===== src/cefb_regs.vh =====
// Notes on behaviour
// - Detection-done bit six set when detection finishes.
// - Conversion-done bit five set, one-shot mode only.
// - Bit four set entering or leaving minimum regulation.
// - Timer expiry rising edges set bits three to zero.
// - Boost-too-low sets bit four; bits seven-five zero.
// - Thermistor threshold crossings set bits three to zero.
// - All flags and mask reset to zero.
// - Battery-current regulation begin or end sets bit seven.
// - Each protection entry sets its fault bit.
// - System short and overvoltage stops set bits seven, six.
// - Boost output over/undervoltage stops set bits five, four.
// - Thermal shutdown rise sets bit two; others reserved.
// - Mask register: eight read-write bits, reset zero.
// - Mask bit one suppresses that event's pulse.
`ifndef CEFB_REGS_VH
`define CEFB_REGS_VH

// ****************************************************************
// Register indices (word addresses on the slave port)
// ****************************************************************
`define CEFB_IDX_CHG_FLAGS_2 6'h24
`define CEFB_IDX_CHG_FLAGS_3 6'h25
`define CEFB_IDX_FLT_FLAGS_0 6'h26
`define CEFB_IDX_FLT_FLAGS_1 6'h27
`define CEFB_IDX_CHG_MASK_0 6'h28
`define CEFB_IDX_IRQ_STATUS 6'h30
`define CEFB_IDX_IRQ_MASK 6'h31

// ****************************************************************
// Reset values and implemented bits
// ****************************************************************
`define CEFB_FLAGS_RESET 32'h00000000
`define CEFB_MASK_RESET 8'h00
`define CEFB_IRQ_RESET 5'h00
`define CEFB_VALID_BITS 32'hF4FF1F7F
`define CEFB_RISE_BITS 32'hF4FF1F7F
`define CEFB_FALL_BITS 32'h00800F10

// ****************************************************************
// Interrupt status bit positions
// ****************************************************************
`define CEFB_IRQ_BIT_CHG2 0
`define CEFB_IRQ_BIT_CHG3 1
`define CEFB_IRQ_BIT_FLT0 2
`define CEFB_IRQ_BIT_FLT1 3
`define CEFB_IRQ_BIT_PRIM 4
`define CEFB_IRQ_WIDTH 5

`endif


===== src/cefb_top.v =====
`timescale 1ns/1ps
`default_nettype none
`include "cefb_regs.vh"

module cefb_top (
  // Clock, reset and clock enable.
  input wire ref_clk,
  input wire rstn,
  input wire ce,
  // Avalon-MM slave.
  input wire [5:0] avs_address,
  input wire avs_read,
  input wire avs_write,
  input wire [31:0] avs_writedata,
  input wire [3:0] avs_byteenable,
  output reg [31:0] avs_readdata,
  output reg avs_waitrequest,
  // Charger event sources, levels.
  input wire dataline_detect_complete,
  input wire adc_conversion_done,
  input wire adc_one_shot_mode,
  input wire min_system_regulation_active,
  input wire fast_charge_expiry,
  input wire trickle_expiry,
  input wire precharge_expiry,
  input wire topoff_expiry,
  input wire battery_too_low_for_boost,
  input wire thermistor_cold_cross,
  input wire thermistor_cool_cross,
  input wire thermistor_warm_cross,
  input wire thermistor_hot_cross,
  // Fault event sources, levels.
  input wire battery_current_regulation_active,
  input wire bus_overvoltage_active,
  input wire battery_overvoltage_active,
  input wire bus_overcurrent_active,
  input wire discharge_overcurrent_active,
  input wire converter_overcurrent_active,
  input wire input2_overvoltage_active,
  input wire input1_overvoltage_active,
  input wire system_short_stop,
  input wire system_overvoltage_stop,
  input wire boost_output_overvoltage_stop,
  input wire boost_output_undervoltage_stop,
  input wire die_thermal_shutdown,
  // One-cycle pulses of the events gated by the charger mask register.
  input wire [7:0] charger_status_events,
  // Interrupt outputs.
  output reg irq,
  output reg int_pulse
);

  reg rst_meta_ff;
  reg rst_sync_ff;
  reg primed_ff;
  reg [31:0] prev_lvl_ff;
  reg [31:0] flags_ff;
  reg [7:0] mask_ff;
  reg [`CEFB_IRQ_WIDTH-1:0] irq_status_ff;
  reg [`CEFB_IRQ_WIDTH-1:0] irq_mask_ff;

  reg [31:0] lvl;
  reg [31:0] ev;
  reg [31:0] rd_clr;
  reg [31:0] nxt_flags;
  reg [7:0] nxt_mask;
  reg [7:0] prim_ev;
  reg [`CEFB_IRQ_WIDTH-1:0] irq_ev;
  reg [`CEFB_IRQ_WIDTH-1:0] nxt_irq_status;
  reg [`CEFB_IRQ_WIDTH-1:0] nxt_irq_mask;
  reg [31:0] nxt_readdata;
  reg access;
  reg do_read;
  reg do_write;
  reg wr_lane0;

  // ****************************************************************
  // Reset release
  // ****************************************************************
  always @(posedge ref_clk or negedge rstn) begin
    if (!rstn) begin
      rst_meta_ff <= 1'b0;
      rst_sync_ff <= 1'b0;
    end else begin
      rst_meta_ff <= 1'b1;
      rst_sync_ff <= rst_meta_ff;
    end
  end

  // ****************************************************************
  // Event detection and register next state
  // ****************************************************************
  always @* begin
    lvl = {system_short_stop, system_overvoltage_stop, boost_output_overvoltage_stop,
           boost_output_undervoltage_stop, 1'b0, die_thermal_shutdown, 2'b00,
           battery_current_regulation_active, bus_overvoltage_active, battery_overvoltage_active,
           bus_overcurrent_active, discharge_overcurrent_active, converter_overcurrent_active,
           input2_overvoltage_active, input1_overvoltage_active,
           3'b000, battery_too_low_for_boost, thermistor_cold_cross, thermistor_cool_cross,
           thermistor_warm_cross, thermistor_hot_cross,
           1'b0, dataline_detect_complete, adc_conversion_done & adc_one_shot_mode,
           min_system_regulation_active, fast_charge_expiry, trickle_expiry,
           precharge_expiry, topoff_expiry};
    // Edge selection per bit: rising for entries, both for regulation and zone changes.
    ev = ((lvl & ~prev_lvl_ff & `CEFB_RISE_BITS) | (~lvl & prev_lvl_ff & `CEFB_FALL_BITS))
         & `CEFB_VALID_BITS;
    // The first cycle after reset only learns the levels, so a source already high is not an event.
    if (!primed_ff) begin
      ev = 32'h00000000;
    end

    access = avs_waitrequest & (avs_read | avs_write);
    do_read = access & avs_read;
    do_write = access & avs_write & ~avs_read;
    wr_lane0 = do_write & avs_byteenable[0];

    rd_clr = 32'h00000000;
    nxt_readdata = 32'h00000000;
    nxt_mask = mask_ff;
    nxt_irq_mask = irq_mask_ff;
    nxt_irq_status = irq_status_ff;
    case (avs_address)
      `CEFB_IDX_CHG_FLAGS_2: begin
        nxt_readdata = {24'h000000, flags_ff[7:0]};
        rd_clr[7:0] = {8{do_read}};
      end
      `CEFB_IDX_CHG_FLAGS_3: begin
        nxt_readdata = {24'h000000, flags_ff[15:8]};
        rd_clr[15:8] = {8{do_read}};
      end
      `CEFB_IDX_FLT_FLAGS_0: begin
        nxt_readdata = {24'h000000, flags_ff[23:16]};
        rd_clr[23:16] = {8{do_read}};
      end
      `CEFB_IDX_FLT_FLAGS_1: begin
        nxt_readdata = {24'h000000, flags_ff[31:24]};
        rd_clr[31:24] = {8{do_read}};
      end
      `CEFB_IDX_CHG_MASK_0: begin
        nxt_readdata = {24'h000000, mask_ff};
        if (wr_lane0) begin
          nxt_mask = avs_writedata[7:0];
        end
      end
      `CEFB_IDX_IRQ_STATUS: begin
        nxt_readdata = {27'h0000000, irq_status_ff};
        if (wr_lane0) begin
          nxt_irq_status = irq_status_ff & ~avs_writedata[`CEFB_IRQ_WIDTH-1:0];
        end
      end
      `CEFB_IDX_IRQ_MASK: begin
        nxt_readdata = {27'h0000000, irq_mask_ff};
        if (wr_lane0) begin
          nxt_irq_mask = avs_writedata[`CEFB_IRQ_WIDTH-1:0];
        end
      end
      default: begin
        nxt_readdata = 32'h00000000;
      end
    endcase

    // A new event wins over the read that clears its register in the same cycle.
    nxt_flags = (flags_ff & ~rd_clr) | ev;

    prim_ev = charger_status_events & ~mask_ff;
    irq_ev[`CEFB_IRQ_BIT_CHG2] = |ev[7:0];
    irq_ev[`CEFB_IRQ_BIT_CHG3] = |ev[15:8];
    irq_ev[`CEFB_IRQ_BIT_FLT0] = |ev[23:16];
    irq_ev[`CEFB_IRQ_BIT_FLT1] = |ev[31:24];
    irq_ev[`CEFB_IRQ_BIT_PRIM] = |prim_ev;
    // Set wins over a write-one-to-clear in the same cycle.
    nxt_irq_status = nxt_irq_status | irq_ev;
  end

  // ****************************************************************
  // State
  // ****************************************************************
  always @(posedge ref_clk or negedge rst_sync_ff) begin
    if (!rst_sync_ff) begin
      primed_ff <= 1'b0;
      prev_lvl_ff <= 32'h00000000;
      flags_ff <= `CEFB_FLAGS_RESET;
      mask_ff <= `CEFB_MASK_RESET;
      irq_status_ff <= `CEFB_IRQ_RESET;
      irq_mask_ff <= `CEFB_IRQ_RESET;
      avs_readdata <= 32'h00000000;
      avs_waitrequest <= 1'b1;
      irq <= 1'b0;
      int_pulse <= 1'b0;
    end else if (ce) begin
      primed_ff <= 1'b1;
      prev_lvl_ff <= lvl;
      flags_ff <= nxt_flags;
      mask_ff <= nxt_mask;
      irq_status_ff <= nxt_irq_status;
      irq_mask_ff <= nxt_irq_mask;
      // Waitrequest drops for exactly one cycle per access; the cycle after it
      // ignores the still-held request so nothing is applied twice.
      if (access) begin
        avs_waitrequest <= 1'b0;
        avs_readdata <= nxt_readdata;
      end else begin
        avs_waitrequest <= 1'b1;
      end
      irq <= |(nxt_irq_status & ~nxt_irq_mask);
      int_pulse <= (|(ev & ~flags_ff)) | (|prim_ev);
    end
  end

endmodule
`default_nettype wire


===== config.mk =====
export PLATFORM = sky130hd
export DESIGN_NAME = cefb_top
export DESIGN_NICKNAME = d
export VERILOG_FILES = /design/src/cefb_top.v
export VERILOG_INCLUDE_DIRS = /design/src
export SDC_FILE = /design/constraint.sdc
export NUM_CORES = 1
export LEC_CHECK = 0
export BUFFER_PORTS_ARGS = -buffer_cell sky130_fd_sc_hd__buf_2
export CAP_MARGIN = 25
export CORE_MARGIN = 2
export CORE_UTILIZATION = 48
export CTS_BUF_LIST = sky130_fd_sc_hd__clkbuf_16
export CTS_CLUSTER_DIAMETER = 40
export CTS_CLUSTER_SIZE = 20
export DETAILED_ROUTE_END_ITERATION = 6
export GPL_ROUTABILITY_DRIVEN = 0
export PLACE_DENSITY_LB_ADDON = 0.25
export SLEW_MARGIN = 20
export SYNTH_ARGS = -nofsm -noshare
export SYNTH_HDL_FRONTEND = slang
export SYNTH_SLANG_ARGS = --single-unit

===== constraint.sdc =====
create_clock -name ref_clk -period 2.7 [get_ports ref_clk]
set_input_delay 0.54 -clock ref_clk [delete_from_list [all_inputs] [get_ports ref_clk]]
set_output_delay 0.54 -clock ref_clk [all_outputs]
set_load 0.1 [all_outputs]

==> results by group, run 1 <==
Outcome
  • Status: finished clean

Timing
  • Final slew viol count: 0
  • Least-Margin Pin Slew: 0.758 ns
  • Clk_skew: 0.00672 ns
  • Final Hold Fails: 0
  • Setup Total Neg Slack: 0 ns
  • RSZ-0062 raised after global routing: no
  • Fmax: 496 MHz
  • Slew headroom: 0.494
  • Final Critical Period: 2.02 ns
  • Final setup vio count: 0
  • Fin Hold WS: 0.350 ns
  • Final period utilization: 0.747

Detailed routing
  • Per-cell routed wire length: 17.3 um
  • DR DRC count: 0
  • DRT Wirelength: 10400 um
  • DR vias: 3417
  • Vias/cell: 5.69
  • DR pass1 iterations: 5
  • Initial DRC count: 233
  • ANT nets after route: 0

Pwr
  • Clock share of power: 0.395
  • Sw frac: 0.288
  • Seq pwr share: 0.452
  • Peak VDD IR: 0.340 mV
  • Net Sw Power: 906 uW
  • Logic pwr share: 0.152
  • Leakage power: 2.37 nW
  • PD cells: 619 nW/um2
  • P_int: 2.24 mW

CTS
  • # Post-CTS Setup Buffers: 0
  • Clock-pin transition on the worst setup and hold timing paths: 0.07 ns
  • Total CTS buffers: 9
  • Maximum clock insertion buffer count: 2
  • Post-CTS resize count: 0
  • CTS tree: built
  • Clk Tree Root Cell: clkbuf_16
  • Worst-skew pair later-pin latency: 0.34 ns
  • Clock Sinks: 89
  • H-tree levels: 3

Worst setup path
  • Required time of the critical path: 2.92 ns
  • Crit path kind: flip-flop to flip-flop
  • Worst Path Max Fanout: 7
  • Crit end category: flip-flop
  • Flop2flop setup slack: 0.68 ns
  • Crit start category: flip-flop
  • Crit path DAT: 2.23 ns

Min path
  • Worst min path class: flip-flop to flip-flop

Floorplanning
  • I/O pin count: 116
  • Chip width: 100 um
  • Row cnt: 35
  • Die height: 100 um
  • Initial core utilization: 0.490
  • Core footprint: 9110 um2
  • Die ar.: 10100 um2

Placement
  • Placed Area: 4780 um2
  • Inst Count DP: 584
  • HPWL after detailed placement: 7830 um
  • Port-buffer cells: 64

GRT
  • Total Routing Usage GR: 0.220
  • GRT Residual Overflow: 0
  • Vias in the first global route: 3349
  • Global-route wire length before repair: 17100 um
  • Pin count of the biggest net entering global routing: 88
  • Initial antenna violation count: 0

Yosys
  • Synthesized area per cell: 10.6 um2
  • Sequential area share after synthesis: 0.500
  • Synthesized cell area: 4460 um2
  • Gate count of the mapped netlist: 420
  • FF+latch count, synth: 89
  • Synth Warn #: 0
  • Synth unique cells: 51

Finish
  • Post-route cell area: 5090 um2
  • Area growth syn-to-layout: 14.1%
  • Filler Cell Count: 798
  • Layout cells sized above 1: 0.284
  • Post-Layout Cell Count: 601
  • Antenna Cells: 0
  • Final design utilization: 0.559
  • Layout net count: 566

Flow run
  • Max cap viols: 0
-- worst paths after layout --
| check | endpoint | cells past startpoint | startpoint |
|---|---|---|---|
| max in group asynchronous | avs_waitrequest | 1 | rst_sync_ff |
| min | rst_sync_ff | 0 | rst_meta_ff |
| min in group asynchronous | prev_lvl_ff[5] | 1 | rst_sync_ff |
| max | irq | 5 | avs_waitrequest |
| min reg2reg | rst_sync_ff | 0 | rst_meta_ff |
| max reg2reg | irq | 5 | avs_waitrequest |
-- cells by family after synthesis --
logic type	Yosys count	share of synthesized area
XOR/XNOR	6	0.0118
flip-flops	89	0.500
AND/OR/NAND/NOR	132	0.156
AO/OA/AOI/OAI	96	0.150
buffers and inverters	52	0.0730
other	2	0.00168
multiplexers	43	0.107
-- cell type report --
type / instances / area (um2) / share of cell area
timing repair buffer: 70 / 380 / 0.0747
inverter: 13 / 48.8 / 0.00959
tap: 111 / 139 / 0.0273
clock buffer: 9 / 225 / 0.0443
sequential: 89 / 2230 / 0.439
multi-input combinational: 302 / 1990 / 0.391
clock inverter: 7 / 71.3 / 0.0140
-- layer usage --
metal	share of wire	track usage	routed length, um
met5	0	0	0
met4	0.019	0.0948	198
met3	0.052	0.0411	545
met2	0.47	0.328	4870
met1	0.46	0.316	4810
-- cells in the final DEF (no fill, tap or decap), types with 3 or more instances in the layout --
cell type,n
a222oi_1,6
a21oi_1,3
nand2_1,51
xnor2_1,6
nor2_1,13
clkbuf_16,9
buf_4,4
a22o_2,5
nand2b_1,18
mux2_2,39
inv_1,14
o22ai_1,15
and2_1,10
o21ai_0,39
a221o_1,3
dfrtp_1,87
and3_1,4
mux2i_1,4
buf_2,64
nand3_1,12
conb_1,25
a22o_1,8
nand4_1,6
-- power by group through the flow --
stage,logic (mW),clock network (mW),registers [mW]
CTS,0.482,1.26,1.43
global placement,0.473,0,1.45
detailed placement,0.480,0,1.45
finish,0.480,1.24,1.43
global route,0.518,1.31,1.43
floorplan,0.349,0,1.48
-- state kept, by name, indices dropped and copies added, names as in the netlist --
signal / count
flags_ff: 32
avs_readdata: 8
irq_mask_ff: 5
int_pulse: 1
prev_lvl_ff: 25
irq_status_ff: 5
irq: 1
primed_ff: 1
rst_meta_ff: 1
mask_ff: 8
avs_waitrequest: 1
rst_sync_ff: 1
-- Yosys cell counts (all sizes together) --
library cell,instances,area share
nand4,6,0.0084
a221o,3,0.0067
buf,34,0.058
o211ai,2,0.0034
a22o,13,0.027
nor4bb,1,0.0056
nand3b,1,0.0017
mux2i,4,0.0090
or3b,1,0.0020
o221a,1,0.0025
mux2,39,0.098
and4b,1,0.0022
a22oi,2,0.0034
a222oi,6,0.013
nor3b,3,0.0076
and2b,2,0.0034
nand2b,18,0.025
and3,4,0.0056
inv,13,0.011
a211oi,3,0.0079
clkbuf,5,0.0042
and2,12,0.017
o21a,1,0.0017
a31oi,2,0.0028
o22ai,15,0.021
nand3,13,0.016
a21oi,3,0.0034
xnor2,6,0.012
nor3,2,0.0022
nor4,2,0.0028
nand2,52,0.044
or2,1,0.0014
conb,2,0.0017
o2111ai,1,0.0020
o21ai,39,0.044
o221ai,2,0.0039
dfstp,1,0.0059
dfrtp,88,0.49
nor2,13,0.011
a221oi,3,0.0073
-- metrics by stage --
stage               worst slack [ns]  power [mW]
floorplan                     0.0392        1.83
global placement               0.463        1.92
detailed placement             0.459        1.93
CTS                            0.674        3.16
global route                   0.515        3.26
finish                         0.684        3.15
-- critical path, stage by stage (launching register included) --
cell and delay, ns:
dfstp_2 0.55, and4b_1 0.30, and3_1 0.32, nand3_1 0.31
o221ai_1 0.31, a31oi_1 0.11
-- what timing repair did --
action / in CTS / in global routing
endpoints found under the hold margin: 2 / 0
endpoints found under the setup margin: 0 / 0
hold buffers: 1 / 0
(Power assumes the default switching activity.)
==> inputs of run 2 (changes only) <==
==> constraint.sdc (replaced) <==
create_clock -name ref_clk -period 1.6 [get_ports ref_clk]
set_input_delay 0.32 -clock ref_clk [delete_from_list [all_inputs] [get_ports ref_clk]]
set_output_delay 0.32 -clock ref_clk [all_outputs]
set_load 0.1 [all_outputs]
==> results by group, run 2 (synthesis results as in run 1) <==
Worst setup path
  • Crit. Startpoint: avs_waitrequest
  • Crit end category: flip-flop
  • Critical path cell sequence: and4b_2 -> and3_4 -> nand2_2 -> o221a_1 -> a211oi_2 -> a31oi_1
  • Required time of the critical path: 1.82 ns
  • Reg-to-reg endpoint: irq
  • Flop2flop setup slack: -0.23 ns
  • CP endpoint: irq
  • Crit start category: flip-flop
  • Worst Path Max Fanout: 4
  • R2R depth: 6
  • Crit path kind: flip-flop to flip-flop
  • R2R Path Start: avs_waitrequest
  • Slowest Stage Delay on Critical Path: 0.61 ns
  • Critical path's slowest cell: dfstp_4
  • Crit path DAT: 2.05 ns

CTS
  • H-tree levels: 3
  • Clock Sinks: 89
  • Maximum clock insertion buffer count: 2
  • Total CTS buffers: 9
  • CTS tree: built
  • Worst-skew pair later-pin latency: 0.34 ns
  • Clk Tree Root Cell: clkbuf_16
  • Clock-pin transition on the worst setup and hold timing paths: 0.07 ns

Outcome
  • Failing checks: negative setup slack
  • Status: finished with violations

Placement
  • Port-buffer cells: 64
  • HPWL after detailed placement: 8270 um

Timing
  • Final Critical Period: 1.83 ns
  • Least-Margin Pin Slew: 0.578 ns
  • Final Worst Setup Slack: -0.230 ns
  • Setup Total Neg Slack: -1.17 ns
  • RSZ-0062 raised after global routing: yes
  • Fmax: 547 MHz
  • Clk_skew: 0.0103 ns
  • Final period utilization: 1.14
  • Final Hold Fails: 0
  • Slew headroom: 0.614
  • Final setup vio count: 14
  • Final slew viol count: 0

Floorplanning
  • Initial core utilization: 0.490
  • Chip width: 100 um
  • Core footprint: 9110 um2
  • Row cnt: 35
  • Die height: 100 um
  • I/O pin count: 116
  • Die ar.: 10100 um2

GRT
  • Global-route wire length before repair: 17800 um
  • Vias in the first global route: 3576
  • Initial antenna violation count: 0
  • Total Routing Usage GR: 0.230
  • GRT Residual Overflow: 0
  • Pin count of the biggest net entering global routing: 42

Finish
  • Top flop regs: flags_ff (32), prev_lvl_ff (25)
  • Antenna Cells: 0
  • Most common cell after layout, fill and taps aside: dfrtp_1
  • Seq. cell area: 2240 um2
  • Most frequent cells in the layout: 87 x dfrtp_1, 62 x buf_2, 49 x nand2_1, 39 x buf_4, 38 x mux2_2
  • Max reg flops: 32
  • Layout cells sized above 1: 0.366
  • Biggest register: flags_ff
  • Layout net count: 609
  • Filler Cell Count: 750
  • Area occupied by multi-input gates: 2110 um2
  • Area growth syn-to-layout: 25.1%

Detailed routing
  • Per-cell routed wire length: 17.2 um
  • ANT nets after route: 0
  • DR vias: 3614
  • DR DRC count: 0
  • Initial DRC count: 308
  • DRT Wirelength: 11100 um
  • Vias/cell: 5.61
  • DR pass1 iterations: 5

Pwr
  • Leakage power: 2.62 nW
  • PD cells: 956 nW/um2
  • Power Total: 5.33 mW
  • Peak VDD IR: 0.504 mV

Flow run
  • Max cap viols: 0

Min path
  • Worst min path class: input pin to flip-flop
  • Min-delay src: avs_writedata[6]
==> run 2: worst min-delay path by stage <==
stage,endpoint,slack [ns],cells after the start
finish,mask_ff[6],0.22,2
CTS,mask_ff[6],0.21,2
detailed placement,rst_meta_ff,0.11,1
global placement,rst_meta_ff,0.10,1
global route,mask_ff[5],0.22,2
floorplan,rst_meta_ff,0.02,0
==> run 2: critical path, delay by kind of cell (launching register included) <==
kind | cells | cell delay (ns)
flops | 1 | 0.61
simple gates | 3 | 0.55
compound gates | 3 | 0.54
==> run 2: layout make-up <==
class | instances | share of cell area
timing repair buffer | 112 | 0.136
tap | 111 | 0.0249
sequential | 89 | 0.401
clock inverter | 7 | 0.0101
multi-input combinational | 303 | 0.379
clock buffer | 9 | 0.0404
inverter | 13 | 0.00875
==> run 2: routing by layer <==
layer	vias up	wire, um	global-route usage
li1	1684	-	-
met1	1727	4780	0.308
met2	177	5230	0.367
met3	26	793	0.0501
met4	0	292	0.0896
met5	-	0	0
==> run 2: timing repair <==
action,CTS,global route
hold endpoints to repair,2,0
gates cloned,0,1
buffers inserted,1,6
pin swaps,5,12
setup endpoints to repair,32,33
resized for setup,13,21
hold buffers,1,0
==> run 2: power by group <==
part	internal, mW	switching [mW]	leakage (nW)	total [mW]
Clock	1.18	0.820	0.144	2.00
Combinational	0.311	0.599	1.47	0.910
Sequential	2.35	0.0708	1.01	2.42
Total	3.84	1.49	2.62	5.33
==> run 2: through the flow <==
stage           util  setup WS, ns  hold slack, ns  cells  instance area, um2
4_1_cts        0.597        -0.176           0.214    637                5440
6_report       0.612        -0.230           0.220    644                5580
3_3_place_gp   0.559        -0.263           0.105    619                5090
3_5_place_dp   0.559        -0.303           0.108    619                5090
5_1_grt        0.612        -0.276           0.216    644                5580
2_1_floorplan      -        -0.377          0.0244    443                4560
